--- src/pkg/tdc_pkg.sv ---
// tdc_pkg: constants, register map and carrier types of the trip counter
// assumes one 25 MHz clock and an external nonvolatile store behind nv port
package tdc_pkg;

  localparam int CNT_W = 32;
  localparam int LOG_W = 16;
  localparam int FRAC_W = 4;

  // time base for the trip rate history
  localparam longint unsigned CLK_HZ = 25_000_000;
  localparam longint unsigned DAY_S = 86_400;
  localparam logic [63:0] DAY_CYCLES = 64'(CLK_HZ * DAY_S);
  localparam logic [8:0] DAYS_PER_YEAR = 9'h16d;
  localparam int EMA_SHIFT = 3;

  // register byte addresses
  localparam logic [7:0] REG_LIFETIME = 8'h00;
  localparam logic [7:0] REG_LIMITED = 8'h04;
  localparam logic [7:0] REG_LIMIT = 8'h08;
  localparam logic [7:0] REG_KEY = 8'h0c;
  localparam logic [7:0] REG_PASSWORD = 8'h10;
  localparam logic [7:0] REG_STATUS = 8'h14;
  localparam logic [7:0] REG_IRQ_STATUS = 8'h18;
  localparam logic [7:0] REG_IRQ_MASK = 8'h1c;
  localparam logic [7:0] REG_TRIPS_LEFT = 8'h20;
  localparam logic [7:0] REG_LOG_COUNT = 8'h24;
  localparam logic [7:0] REG_LOCK = 8'h28;

  // interrupt status bits
  localparam int IRQ_WARN = 0;
  localparam int IRQ_LIMIT = 1;
  localparam int IRQ_REJECT = 2;
  localparam int IRQ_DENIED = 3;
  localparam int IRQ_W = 4;

  // nonvolatile word addresses and pending-write slots
  localparam logic [7:0] NV_LIFETIME = 8'h00;
  localparam logic [7:0] NV_LIMITED = 8'h01;
  localparam logic [7:0] NV_LIMIT = 8'h02;
  localparam logic [7:0] NV_PASSWORD = 8'h03;
  localparam logic [7:0] NV_DIR = 8'h04;
  localparam logic [7:0] NV_LOG_COUNT = 8'h05;
  localparam logic [7:0] NV_LOG_BASE = 8'h10;
  localparam int SLOT_N = 7;
  localparam int SLOT_LOG = 6;

  typedef enum logic [1:0] {
    ST_LOAD = 2'b01,
    ST_RUN = 2'b10
  } tdc_state_t;

  typedef struct packed {
    logic [CNT_W-1:0] lifetime;
    logic [CNT_W-1:0] limited;
    logic [CNT_W-1:0] limit;
    logic [CNT_W-1:0] password;
    logic [LOG_W-1:0] log_count;
    logic last_dir;
    logic last_dir_valid;
  } tdc_nv_image_t;

  typedef struct packed {
    logic valid;
    logic [7:0] addr;
    logic [31:0] data;
  } tdc_nv_wr_t;

  typedef struct packed {
    logic warn;
    logic error;
    logic [CNT_W-1:0] trips_left;
  } tdc_display_t;

endpackage

--- src/hw/tdc_trip_counter.sv ---
// tdc_trip_counter: direction change trip counter with limit and blocking
// assumes nv_image is valid while nv_ready is high, nv writes always taken
//
// Chosen here: the strobed register port and the placing of the registers.
`timescale 1ns/10ps
module tdc_trip_counter #(
  parameter logic [63:0] DAY_CYCLES = tdc_pkg::DAY_CYCLES
) (
  input wire logic clock,
  input wire logic reset,
  input wire logic [7:0] addr,
  input wire logic [31:0] wdata,
  input wire logic wr_en,
  input wire logic rd_en,
  output logic [31:0] rdata,
  output logic irq,
  input wire logic trip_req,
  input wire logic trip_dir,
  input wire logic trip_done,
  output logic trip_accept,
  output logic trip_reject,
  output logic fault,
  output tdc_pkg::tdc_display_t display,
  input wire logic nv_ready,
  input wire tdc_pkg::tdc_nv_image_t nv_image,
  output tdc_pkg::tdc_nv_wr_t nv_wr
);

  if (DAY_CYCLES < 64'h2) begin : g_bad_day
    $error("DAY_CYCLES must be at least 2");
  end

  // counters travel as whole bus and nv words, so no padding logic exists
  if (tdc_pkg::CNT_W != 32) begin : g_bad_cnt
    $error("CNT_W must equal the 32 bit word width");
  end

  // status and mask reads pad the interrupt bits to a full word
  if (tdc_pkg::IRQ_W != 4) begin : g_bad_irq
    $error("IRQ_W must be 4 to fit the read word");
  end

  // log count is stored and read back as the low half of a word
  if (tdc_pkg::LOG_W != 16) begin : g_bad_log
    $error("LOG_W must be 16 to fit the nv word");
  end

  // log entry must drain last, after the words it refers to
  if (tdc_pkg::SLOT_LOG != tdc_pkg::SLOT_N - 1) begin : g_bad_slot
    $error("SLOT_LOG must be the last nv slot");
  end

  tdc_pkg::tdc_state_t state, next_state;
  tdc_pkg::tdc_nv_image_t img, next_img;
  logic unlocked, next_unlocked;
  logic extra, next_extra;
  logic warn, next_warn;
  logic [tdc_pkg::IRQ_W-1:0] irq_status, next_irq_status;
  logic [tdc_pkg::IRQ_W-1:0] irq_mask, next_irq_mask;
  logic [63:0] day_cnt, next_day_cnt;
  logic [15:0] day_trips, next_day_trips;
  logic [31:0] avg, next_avg;
  logic [tdc_pkg::SLOT_N-1:0] pend, next_pend;
  logic [31:0] log_word, next_log_word;
  logic [7:0] log_addr, next_log_addr;
  logic [31:0] next_rdata;
  logic next_irq, next_accept, next_reject, next_fault;
  tdc_pkg::tdc_display_t next_display;
  tdc_pkg::tdc_nv_wr_t next_nv_wr;

  logic blocked, next_blocked;
  logic [tdc_pkg::IRQ_W-1:0] ev;
  logic [tdc_pkg::SLOT_N-1:0] new_pend, served;
  logic [31:0] remaining;
  logic [47:0] year_est;
  logic found;

  assign blocked = img.limited >= img.limit;

  always_comb begin
    next_state = state;
    next_img = img;
    next_unlocked = unlocked;
    next_extra = extra;
    next_warn = warn;
    next_irq_mask = irq_mask;
    next_day_cnt = day_cnt;
    next_day_trips = day_trips;
    next_avg = avg;
    next_log_word = log_word;
    next_log_addr = log_addr;
    next_rdata = 32'h0;
    next_accept = 1'b0;
    next_reject = 1'b0;
    next_nv_wr = '0;
    ev = '0;
    new_pend = '0;
    served = '0;
    found = 1'b0;
    remaining = 32'h0;
    year_est = 48'h0;
    next_irq_status = irq_status;

    case (state)
      tdc_pkg::ST_LOAD: begin
        // counters come back from the store, never from reset constants
        if (nv_ready) begin
          next_img = nv_image;
          next_extra = 1'b1;
          next_state = tdc_pkg::ST_RUN;
        end
        // counts are not known yet, so no trip may start
        if (trip_req) begin
          next_reject = 1'b1;
        end
      end
      tdc_pkg::ST_RUN: begin
        if (trip_req) begin
          if (!blocked || extra) begin
            next_accept = 1'b1;
            if (blocked) begin
              next_extra = 1'b0;
            end
            if (!img.last_dir_valid || trip_dir != img.last_dir) begin
              // same direction again adds nothing
              // counts hold at all ones rather than wrap back to zero
              if (img.lifetime != '1) begin
                next_img.lifetime = img.lifetime + 32'h1;
              end
              if (img.limited != '1) begin
                next_img.limited = img.limited + 32'h1;
              end
              next_img.last_dir = trip_dir;
              next_img.last_dir_valid = 1'b1;
              new_pend[0] = 1'b1;
              new_pend[1] = 1'b1;
              new_pend[4] = 1'b1;
              if (day_trips != 16'hffff) begin
                next_day_trips = day_trips + 16'h1;
              end
            end
          end else begin
            next_reject = 1'b1;
            ev[tdc_pkg::IRQ_REJECT] = 1'b1;
          end
        end

        if (wr_en) begin
          if (addr == tdc_pkg::REG_LIMITED) begin
            if (unlocked) begin
              next_img.limited = '0;
              next_img.log_count = img.log_count + 16'h1;
              next_log_word = next_img.lifetime;
              next_log_addr = tdc_pkg::NV_LOG_BASE | {4'h0, img.log_count[3:0]};
              new_pend[1] = 1'b1;
              new_pend[5] = 1'b1;
              new_pend[tdc_pkg::SLOT_LOG] = 1'b1;
            end else begin
              ev[tdc_pkg::IRQ_DENIED] = 1'b1;
            end
          end else if (addr == tdc_pkg::REG_LIMIT) begin
            if (unlocked) begin
              next_img.limit = wdata;
              new_pend[2] = 1'b1;
            end else begin
              ev[tdc_pkg::IRQ_DENIED] = 1'b1;
            end
          end else if (addr == tdc_pkg::REG_KEY) begin
            next_unlocked = wdata == img.password;
            ev[tdc_pkg::IRQ_DENIED] = wdata != img.password;
          end else if (addr == tdc_pkg::REG_PASSWORD) begin
            if (unlocked) begin
              next_img.password = wdata;
              new_pend[3] = 1'b1;
            end else begin
              ev[tdc_pkg::IRQ_DENIED] = 1'b1;
            end
          end else if (addr == tdc_pkg::REG_IRQ_MASK) begin
            next_irq_mask = wdata[tdc_pkg::IRQ_W-1:0];
          end else if (addr == tdc_pkg::REG_LOCK) begin
            next_unlocked = 1'b0;
          end
        end
      end
      default: begin
        next_state = tdc_pkg::ST_LOAD;
      end
    endcase

    // trip rate history: smoothed trips per day in fixed point
    // history is volatile, so warn comes late after a power cycle
    if (day_cnt == DAY_CYCLES - 64'h1) begin
      next_day_cnt = 64'h0;
      next_avg = avg - (avg >> tdc_pkg::EMA_SHIFT)
        + ({12'h0, next_day_trips, 4'h0} >> tdc_pkg::EMA_SHIFT);
      next_day_trips = 16'h0;
    end else begin
      next_day_cnt = day_cnt + 64'h1;
    end

    remaining = (next_img.limit > next_img.limited) ?
      next_img.limit - next_img.limited : 32'h0;
    // fraction bits dropped only after the product to keep precision
    year_est = ({16'h0, next_avg} * {39'h0, tdc_pkg::DAYS_PER_YEAR}) >> tdc_pkg::FRAC_W;
    if (trip_done && state == tdc_pkg::ST_RUN) begin
      next_warn = {16'h0, remaining} <= year_est;
    end
    if (new_pend[tdc_pkg::SLOT_LOG]) begin
      next_warn = 1'b0;
    end
    if (next_warn && !warn) begin
      ev[tdc_pkg::IRQ_WARN] = 1'b1;
    end

    next_blocked = next_img.limited >= next_img.limit;
    if (next_blocked && !blocked && state == tdc_pkg::ST_RUN) begin
      ev[tdc_pkg::IRQ_LIMIT] = 1'b1;
    end
    next_fault = next_state == tdc_pkg::ST_RUN && next_blocked;

    // one nonvolatile word per cycle, lowest slot first
    for (int i = 0; i < tdc_pkg::SLOT_N; i++) begin
      if (pend[i] && !found) begin
        found = 1'b1;
        served[i] = 1'b1;
        next_nv_wr.valid = 1'b1;
        case (i)
          0: begin
            next_nv_wr.addr = tdc_pkg::NV_LIFETIME;
            next_nv_wr.data = img.lifetime;
          end
          1: begin
            next_nv_wr.addr = tdc_pkg::NV_LIMITED;
            next_nv_wr.data = img.limited;
          end
          2: begin
            next_nv_wr.addr = tdc_pkg::NV_LIMIT;
            next_nv_wr.data = img.limit;
          end
          3: begin
            next_nv_wr.addr = tdc_pkg::NV_PASSWORD;
            next_nv_wr.data = img.password;
          end
          4: begin
            next_nv_wr.addr = tdc_pkg::NV_DIR;
            next_nv_wr.data = {30'h0, img.last_dir_valid, img.last_dir};
          end
          5: begin
            next_nv_wr.addr = tdc_pkg::NV_LOG_COUNT;
            next_nv_wr.data = {16'h0, img.log_count};
          end
          default: begin
            next_nv_wr.addr = log_addr;
            next_nv_wr.data = log_word;
          end
        endcase
      end
    end
    // a fresh update re-arms its slot even as the old value goes out
    next_pend = (pend & ~served) | new_pend;

    if (rd_en) begin
      if (addr == tdc_pkg::REG_LIFETIME) begin
        next_rdata = img.lifetime;
      end else if (addr == tdc_pkg::REG_LIMITED) begin
        next_rdata = img.limited;
      end else if (addr == tdc_pkg::REG_LIMIT) begin
        next_rdata = img.limit;
      end else if (addr == tdc_pkg::REG_KEY) begin
        next_rdata = {31'h0, unlocked};
      end else if (addr == tdc_pkg::REG_STATUS) begin
        next_rdata = {26'h0, state == tdc_pkg::ST_RUN, img.last_dir_valid, img.last_dir,
                      extra, warn, blocked};
      end else if (addr == tdc_pkg::REG_IRQ_STATUS) begin
        next_rdata = {28'h0, irq_status};
        next_irq_status = '0;
      end else if (addr == tdc_pkg::REG_IRQ_MASK) begin
        next_rdata = {28'h0, irq_mask};
      end else if (addr == tdc_pkg::REG_TRIPS_LEFT) begin
        next_rdata = remaining;
      end else if (addr == tdc_pkg::REG_LOG_COUNT) begin
        next_rdata = {16'h0, img.log_count};
      end
    end
    // set beats the read clear
    next_irq_status = next_irq_status | ev;
    next_irq = |(next_irq_status & next_irq_mask);

    next_display.warn = next_warn;
    next_display.error = next_fault;
    next_display.trips_left = remaining;
  end

  always_ff @(posedge clock) begin
    if (reset) begin
      state <= tdc_pkg::ST_LOAD;
      img <= '0;
      unlocked <= 1'b0;
      extra <= 1'b0;
      warn <= 1'b0;
      irq_status <= '0;
      irq_mask <= '0;
      day_cnt <= 64'h0;
      day_trips <= 16'h0;
      avg <= 32'h0;
      pend <= '0;
      log_word <= 32'h0;
      log_addr <= 8'h0;
    end else begin
      state <= next_state;
      img <= next_img;
      unlocked <= next_unlocked;
      extra <= next_extra;
      warn <= next_warn;
      irq_status <= next_irq_status;
      irq_mask <= next_irq_mask;
      day_cnt <= next_day_cnt;
      day_trips <= next_day_trips;
      avg <= next_avg;
      pend <= next_pend;
      log_word <= next_log_word;
      log_addr <= next_log_addr;
    end
  end

  // every top port leaves straight from one of these flops
  always_ff @(posedge clock) begin
    if (reset) begin
      rdata <= 32'h0;
      irq <= 1'b0;
      trip_accept <= 1'b0;
      trip_reject <= 1'b0;
      fault <= 1'b0;
      display <= '0;
      nv_wr <= '0;
    end else begin
      rdata <= next_rdata;
      irq <= next_irq;
      trip_accept <= next_accept;
      trip_reject <= next_reject;
      fault <= next_fault;
      display <= next_display;
      nv_wr <= next_nv_wr;
    end
  end

endmodule

--- config.mk ---
export PLATFORM = sky130hd
export DESIGN_NAME = tdc_trip_counter
export DESIGN_NICKNAME = d
export VERILOG_FILES = /design/src/pkg/tdc_pkg.sv /design/src/hw/tdc_trip_counter.sv
export SDC_FILE = /design/constraint.sdc
export NUM_CORES = 2
export LEC_CHECK = 0
export BUFFER_PORTS_ARGS = -buffer_cell sky130_fd_sc_hd__buf_2
export CORE_MARGIN = 4
export CORE_UTILIZATION = 48
export DETAILED_ROUTE_END_ITERATION = 10
export PLACE_DENSITY = 0.64
export SYNTH_ARGS = -nofsm -noshare
export SYNTH_HDL_FRONTEND = slang
export SYNTH_SLANG_ARGS = --single-unit
--- constraint.sdc ---
create_clock -name clock -period 12.75 [get_ports clock]
set_clock_uncertainty 0.05 [all_clocks]
set_input_delay 1.9125 -clock clock [delete_from_list [all_inputs] [get_ports clock]]
set_output_delay 1.9125 -clock clock [all_outputs]
set_load 0.02 [all_outputs]
Word level (Yosys, flattened, before mapping):

Cells that the tools add are included.

* register bits after elaboration: 424
* output and inout bits: 111

* add/sub/neg operators: 8
* $mul: 1
* $lt $le $gt $ge: 4
* equal/unequal tests: 34
* muxes and demuxes: 117
* bitwise operators: 10
* reductions and logical operators: 37

Operators with widths (number)
* $mux W32: 20
* $pmux W146 S2: 1
* $mux W41: 7
* $mux W64: 4
* $mux W146: 1
* $mux W16: 8
* $mux W112: 1
* $add A32 B1 Y32 const B: 2
* $add A64 B1 Y64 const B: 1
* $eq A64 B41 Y1 const B: 1
* $ge A32 B32 Y1: 2
* $ne A32 B32 Y1 const B: 2
* $mux W4: 14
* $mux W1: 44
* $mul A32 B9 Y41 const B: 1
* $le A32 B37 Y1: 1
* $add A16 B1 Y16 const B: 2
* $add A32 B17 Y32: 1
* $eq A32 B32 Y1: 1
* $eq A8 B5 Y1 const B: 4
* $gt A32 B32 Y1: 1
* $ne A32 B32 Y1: 1
* $sub A32 B29 Y32: 1
* $sub A32 B32 Y32: 1
* 34 further kinds: 89

Depth between registers and ports, before layout:

* word-level depth: 22
* depth in mapped cells: 55
* depth with buffers taken out: 53

Least setup slack after synthesis:

OpenSTA, ideal clock, no wires.

* kind: input-to-reg
* from: input trip_dir
* to: register irq
* library setup time: 0.134 ns
* arrival: 11.303 ns
* data required time: 12.566 ns
* slack: 1.263 ns
* stages on the path: 48
* cells stage by stage: xnor2_1 nand2_1 nand2_1 clkbuf_1 nor3_1 buf_2 nand4_1 xor2_1 fa_1 inv_1 ha_1 a21o_1 a21o_1 a21o_1 a211oi_1 a211oi_1 or3b_2 a21oi_1 [... 12 more ...] and4_1 nand3_1 or3_1 o21ai_0 a21o_1 a21oi_1 o21ai_0 xnor2_1 ha_1 nand4_1 nor3_1 nand3_1 o31ai_1 a211oi_1 nand4_1 a2111oi_0 or4_1 o211ai_1

* elaborated cells on any way between the ends: 31
* classes of those cells: 2 x add/sub; 1 x mul; 3 x order compare; 1 x eq/ne; 17 x mux; 2 x bitwise; 5 x reduce/logical

RTL lines
* from (decl): line tdc_trip_counter.sv:18 `input wire logic trip_dir,`
* $ne A1 B1 Y1: line tdc_trip_counter.sv:124 `if (!img.last_dir_valid || trip_dir != img.last_dir) begin`
* $logic_or A1 B1 Y1: line tdc_trip_counter.sv:124
* $mux W16: line tdc_trip_counter.sv:124
* $mux W16: line tdc_trip_counter.sv:119 `if (!blocked || extra) begin`
* $mux W16: line tdc_trip_counter.sv:118 `if (trip_req) begin`
* $mux W16: line tdc_trip_counter.sv:104 `case (state)`
* $add A32 B17 Y32: line tdc_trip_counter.sv:195 `+ ({12'h0, next_day_trips, 4'h0} >> tdc_pkg::EMA_SHIFT);`
* $mux W32: line tdc_trip_counter.sv:192 `if (day_cnt == DAY_CYCLES - 64'h1) begin`
* via next_avg[26]: line tdc_trip_counter.sv:62 `logic [31:0] avg, next_avg;`
* [... 1 more ...]
* $le A32 B37 Y1: line tdc_trip_counter.sv:206 `next_warn = {16'h0, remaining} <= year_est;`
* $mux W1: line tdc_trip_counter.sv:205 `if (trip_done && state == tdc_pkg::ST_RUN) begin`
* $mux W1: line tdc_trip_counter.sv:208 `if (new_pend[tdc_pkg::SLOT_LOG]) begin`
* $logic_and A1 B1 Y1: line tdc_trip_counter.sv:211 `if (next_warn && !warn) begin`
* $mux W1: line tdc_trip_counter.sv:211
* $or A4 B4 Y4: line tdc_trip_counter.sv:286 `next_irq_status = next_irq_status | ev;`
* $and A4 B4 Y4: line tdc_trip_counter.sv:287 `next_irq = |(next_irq_status & next_irq_mask);`
* $reduce_or A4 Y1: line tdc_trip_counter.sv:287
* to (signal assigned): line tdc_trip_counter.sv:338 `irq <= next_irq;`
* to (decl): line tdc_trip_counter.sv:16 `output logic irq,`

The timed path passes the listed nets, and every way through them passes these cells. The select of a mux whose other input is x is not followed.
A chain may end at the register's enable or synchronous reset.

Worst setup path after layout:

* from: register img[75] (netlist name)
* to: register irq

* elaborated cells on any way between the ends: 37
* classes of those cells: 2 x add/sub; 1 x mul; 4 x order compare; 22 x mux; 2 x bitwise; 6 x reduce/logical

RTL lines
* from (decl): line tdc_trip_counter.sv:54 `tdc_pkg::tdc_nv_image_t img, next_img;`
* from (signal assigned): line tdc_trip_counter.sv:311 `img <= next_img;`
* $ge A32 B32 Y1: line tdc_trip_counter.sv:78 `assign blocked = img.limited >= img.limit;`
* $logic_not A1 Y1: line tdc_trip_counter.sv:119
* $logic_or A1 B1 Y1: line tdc_trip_counter.sv:119
* $mux W16: line tdc_trip_counter.sv:119
* $mux W16: line tdc_trip_counter.sv:118
* $mux W16: line tdc_trip_counter.sv:104
* $add A32 B17 Y32: line tdc_trip_counter.sv:195
* $mux W32: line tdc_trip_counter.sv:192
* via next_avg[26]: line tdc_trip_counter.sv:62
* [... 1 more ...]
* $le A32 B37 Y1: line tdc_trip_counter.sv:206
* $mux W1: line tdc_trip_counter.sv:205
* $mux W1: line tdc_trip_counter.sv:208
* $logic_and A1 B1 Y1: line tdc_trip_counter.sv:211
* $mux W1: line tdc_trip_counter.sv:211
* $or A4 B4 Y4: line tdc_trip_counter.sv:286
* $and A4 B4 Y4: line tdc_trip_counter.sv:287
* $reduce_or A4 Y1: line tdc_trip_counter.sv:287

The timed path passes the listed nets, and every way through them passes these cells. The select of a mux whose other input is x is not followed.

==> metrics.txt <==
# TYPE chip_impl_metric gauge
chip_impl_metric{name="timing.final.crit_share",unit="%"} 95.7
chip_impl_metric{name="fin_crit",unit="ps"} 12210
chip_impl_metric{name="grt_remaining_overflow",unit=""} 0
chip_impl_metric{name="route.final.wire_length",unit="mm"} 121
chip_impl_metric{name="start_util",unit="%"} 48.6
chip_impl_metric{name="layout-drive-gt1-share",unit="%"} 12.3
chip_impl_info{name="slowest_stage",value="fa_1"} 1
chip_impl_metric{name="route.detailed.vias_per_inst",unit=""} 6.11
chip_impl_metric{name="numClockSinks",unit=""} 421
chip_impl_metric{name="critPathArrivalTime",unit="ps"} 12690
chip_impl_info{name="layout_commonest_cell",value="dfxtp_1"} 1
chip_impl_metric{name="fp.dieW",unit="microns"} 266
chip_impl_info{name="final_cell_mix",value="dfxtp_1, nor2_1, inv_1"} 1
chip_impl_metric{name="hpwlAfterDp",unit="mm"} 93.3
chip_impl_metric{name="final_area",unit="sq um"} 36100
chip_impl_metric{name="finalWorstSetupSlack",unit="ps"} 542
chip_impl_info{name="min-delay-path-class",value="reg2reg"} 1
chip_impl_metric{name="die_area",unit="sq um"} 70800
chip_impl_metric{name="worst_slew_slack_as_a_fraction_of_its_limit",unit="%"} 16.1
chip_impl_metric{name="synth-edff-count",unit=""} 0
chip_impl_info{name="outcome",value="complete, no violations"} 1
chip_impl_info{name="worst_setup_path_start_kind",value="flip-flop"} 1
chip_impl_metric{name="post_drt_wl_per_cell",unit="microns"} 23.4
chip_impl_metric{name="worst-path-max-fanout",unit=""} 12
chip_impl_metric{name="io_pins",unit=""} 305
chip_impl_metric{name="placed_area",unit="sq um"} 34200
chip_impl_metric{name="ir_drop",unit="V"} 0.000192
chip_impl_info{name="worst_path_most_repeated_cell",value="inv_1"} 1
chip_impl_metric{name="final_nets",unit=""} 4831
chip_impl_metric{name="grt_antenna_before_repair",unit=""} 7
chip_impl_info{name="cp-end-kind",value="flip-flop"} 1
chip_impl_metric{name="placementRows",unit=""} 94
chip_impl_metric{name="gp_congestion",unit=""} 1.01
chip_impl_metric{name="timing_hold_violations_final",unit=""} 0
chip_impl_metric{name="report.final.slew_viol_count",unit=""} 0
chip_impl_metric{name="cts.htree.levels",unit=""} 2
chip_impl_metric{name="initialDrtViolationCount",unit=""} 4166
chip_impl_metric{name="syn-instance-count",unit=""} 4080
chip_impl_info{name="cts_root_buffer",value="clkbuf_16"} 1
chip_impl_info{name="yosys-top-cells-area",value="dfxtp_1, ha_1, fa_1, a21oi_1, nor2_1"} 1
chip_impl_metric{name="overall_die_height",unit="microns"} 266
chip_impl_metric{name="async_flop_share",unit="%"} 0
chip_impl_metric{name="firstDrtPassIters",unit=""} 8
chip_impl_info{name="min-delay-start",value="log_addr[3]$_SDFFE_PP0P_"} 1
chip_impl_info{name="critPathLaunch",value="img[75]$_SDFF_PP0_"} 1
chip_impl_info{name="dominantRegCellSynth",value="dfxtp_1"} 1
chip_impl_metric{name="critPathMaxStageDelay",unit="ps"} 550
chip_impl_metric{name="route.vias.total",unit=""} 31653
chip_impl_metric{name="final.setup.tns",unit="ps"} 0
chip_impl_metric{name="postRouteAntennaNets",unit=""} 0
chip_impl_metric{name="yosys_warnings",unit=""} 0
chip_impl_metric{name="p_leak",unit="nW"} 15.7
chip_impl_metric{name="drv.max_cap_violation_count",unit=""} 0
chip_impl_metric{name="avgSynthCellArea",unit="sq um"} 7.84
chip_impl_metric{name="tightest_slew",unit="ps"} 1250
chip_impl_metric{name="globalRouteTotalUtil",unit="%"} 32.8
chip_impl_info{name="synth_area_leader_cell",value="dfxtp_1"} 1
chip_impl_metric{name="hold_buffers",unit=""} 0
chip_impl_metric{name="netlist_area_pre_place",unit="sq um"} 32000
chip_impl_metric{name="core-area",unit="sq um"} 65900
chip_impl_metric{name="cts_inserted_buffers",unit=""} 50
chip_impl_metric{name="grt_first_pass_wirelength",unit="mm"} 181
chip_impl_metric{name="synth_seq_cells",unit=""} 421
chip_impl_info{name="timing_worst_setup_path_type",value="reg2reg"} 1
chip_impl_metric{name="fmax",unit="GHz"} 0.0819
chip_impl_metric{name="grt_max_degree",unit=""} 70
chip_impl_metric{name="drcViolationCount",unit=""} 0
chip_impl_metric{name="io_buffers",unit=""} 301
chip_impl_metric{name="powerDensity",unit="nW/um^2"} 217
chip_impl_metric{name="ys_seq_area_share",unit="%"} 26.3
chip_impl_metric{name="clock_latency",unit="ps"} 630
chip_impl_info{name="setup_repair_after_global_routing_missed_its_margin",value="false"} 1
chip_impl_metric{name="clk_transition_reported_paths",unit="ps"} 60
chip_impl_metric{name="critical_path_required",unit="ps"} 13230
chip_impl_metric{name="grt_pass1_vias",unit=""} 29282
chip_impl_metric{name="post-place-ws",unit="ps"} -230
chip_impl_metric{name="yosys.area.top_type_share",unit="%"} 26.3
chip_impl_metric{name="postLayoutCoreUtil",unit="%"} 54.8
chip_impl_metric{name="clock_tree.buffer_depth",unit=""} 3
chip_impl_metric{name="setup_viol",unit=""} 0
chip_impl_metric{name="ys_types",unit=""} 90
chip_impl_info{name="cts_tree",value="built"} 1
chip_impl_metric{name="area_delta_synth_final",unit="%"} 12.7
chip_impl_info{name="worstReg2RegStart",value="img[75]$_SDFF_PP0_"} 1
## logic make-up (layout without fill, tap and decap cells)
kind of cell	after synthesis	after routing	share of synthesized area, %
multiplexers	40	40	1.31
AO/OA/AOI/OAI	1038	1038	20.8
flip-flops	421	421	26.3
adder cells (fa/ha/maj)	366	366	17.2
other	1	5	0.0117
AND/OR/NAND/NOR	1403	1403	21.2
buffers and inverters	590	821	7.07
XOR/XNOR	221	221	6.05
## Yosys cell counts, types with 62 or more instances
| cell | count |
|---|---|
| nor3_1 | 127 |
| nand3_1 | 101 |
| and3_1 | 64 |
| fa_1 | 125 |
| ha_1 | 241 |
| o21ai_0 | 237 |
| a221oi_1 | 62 |
| a21oi_1 | 309 |
| dfxtp_1 | 421 |
| clkbuf_1 | 197 |
| xnor2_1 | 115 |
| and2_1 | 88 |
| nand2_1 | 341 |
| a21o_1 | 80 |
| inv_1 | 358 |
| nor2_1 | 411 |
| xor2_1 | 106 |
| nand4_1 | 74 |
| a22oi_1 | 86 |
## sequential cells by signal (all words and copies together), names as in the netlist, 4 cells and up
signal / flops
display: 34
irq_mask: 4
rdata: 32
avg: 32
irq_status: 4
pend: 7
img: 146
day_cnt: 64
nv_wr: 38
log_word: 32
log_addr: 5
day_trips: 16
## worst max-delay path: cells and delay by family (launching register included)
family	cells	cell delay (ps)
AOI/OAI and AO/OA	21	4030
muxes	1	140
adders and majority gates	9	3770
xor gates and xnor gates	3	510
DFF	1	400
and+or+nand+nor	9	2420
buffers and inverters	8	770
## worst paths after layout
path	to	slack, ps	depth (start not counted)
setup / recovery	irq$_SDFF_PP0_	540	51
hold / removal	log_addr[3]$_SDFFE_PP0P_	410	2
setup reg to reg	irq$_SDFF_PP0_	540	51
hold reg to reg	log_addr[3]$_SDFFE_PP0P_	410	2
## where the power goes
group | switching, mW | internal, mW | total [mW]
Combinational | 3.12 | 1.51 | 4.63
Clock | 0.634 | 0.887 | 1.52
Sequential | 0.232 | 1.46 | 1.69
Total | 3.99 | 3.85 | 7.84
## layer usage
layer	global-route usage [%]	wire (microns)	vias up
met3	9.20	15700	236
met4	11.1	4590	6
met1	47.8	51700	14953
li1	-	-	14704
met2	46.8	49300	1754
met5	0	40	-
## final cells by class
class | count | area [sq um]
fillers | 6426 | 29800
multi-input cells | 3071 | 21500
flip-flops and latches | 421 | 8430
repair buffers | 369 | 2020
clock buffers | 67 | 1420
inverters | 358 | 1340
well taps | 864 | 1080
clock inverters | 27 | 317
diodes | 2 | 5.00
## through the flow
step,instances,hold slack (ps),power [mW]
global placement,5082,386,6.11
CTS,5176,407,7.64
floorplan,4082,370,4.53
detailed placement,5082,392,6.10
finish,5179,408,7.84
global route,5178,431,8.22
## repair_timing
| action | 4_1_cts | 5_1_grt |
|---|---|---|
| setup endpoints to repair | 2 | 3 |
| gates cloned | 0 | 0 |
| resized for setup | 1 | 19 |
| pin swaps | 0 | 1 |
| setup buffers | 0 | 1 |
No activity file was read; power rests on OpenSTA's default activity.
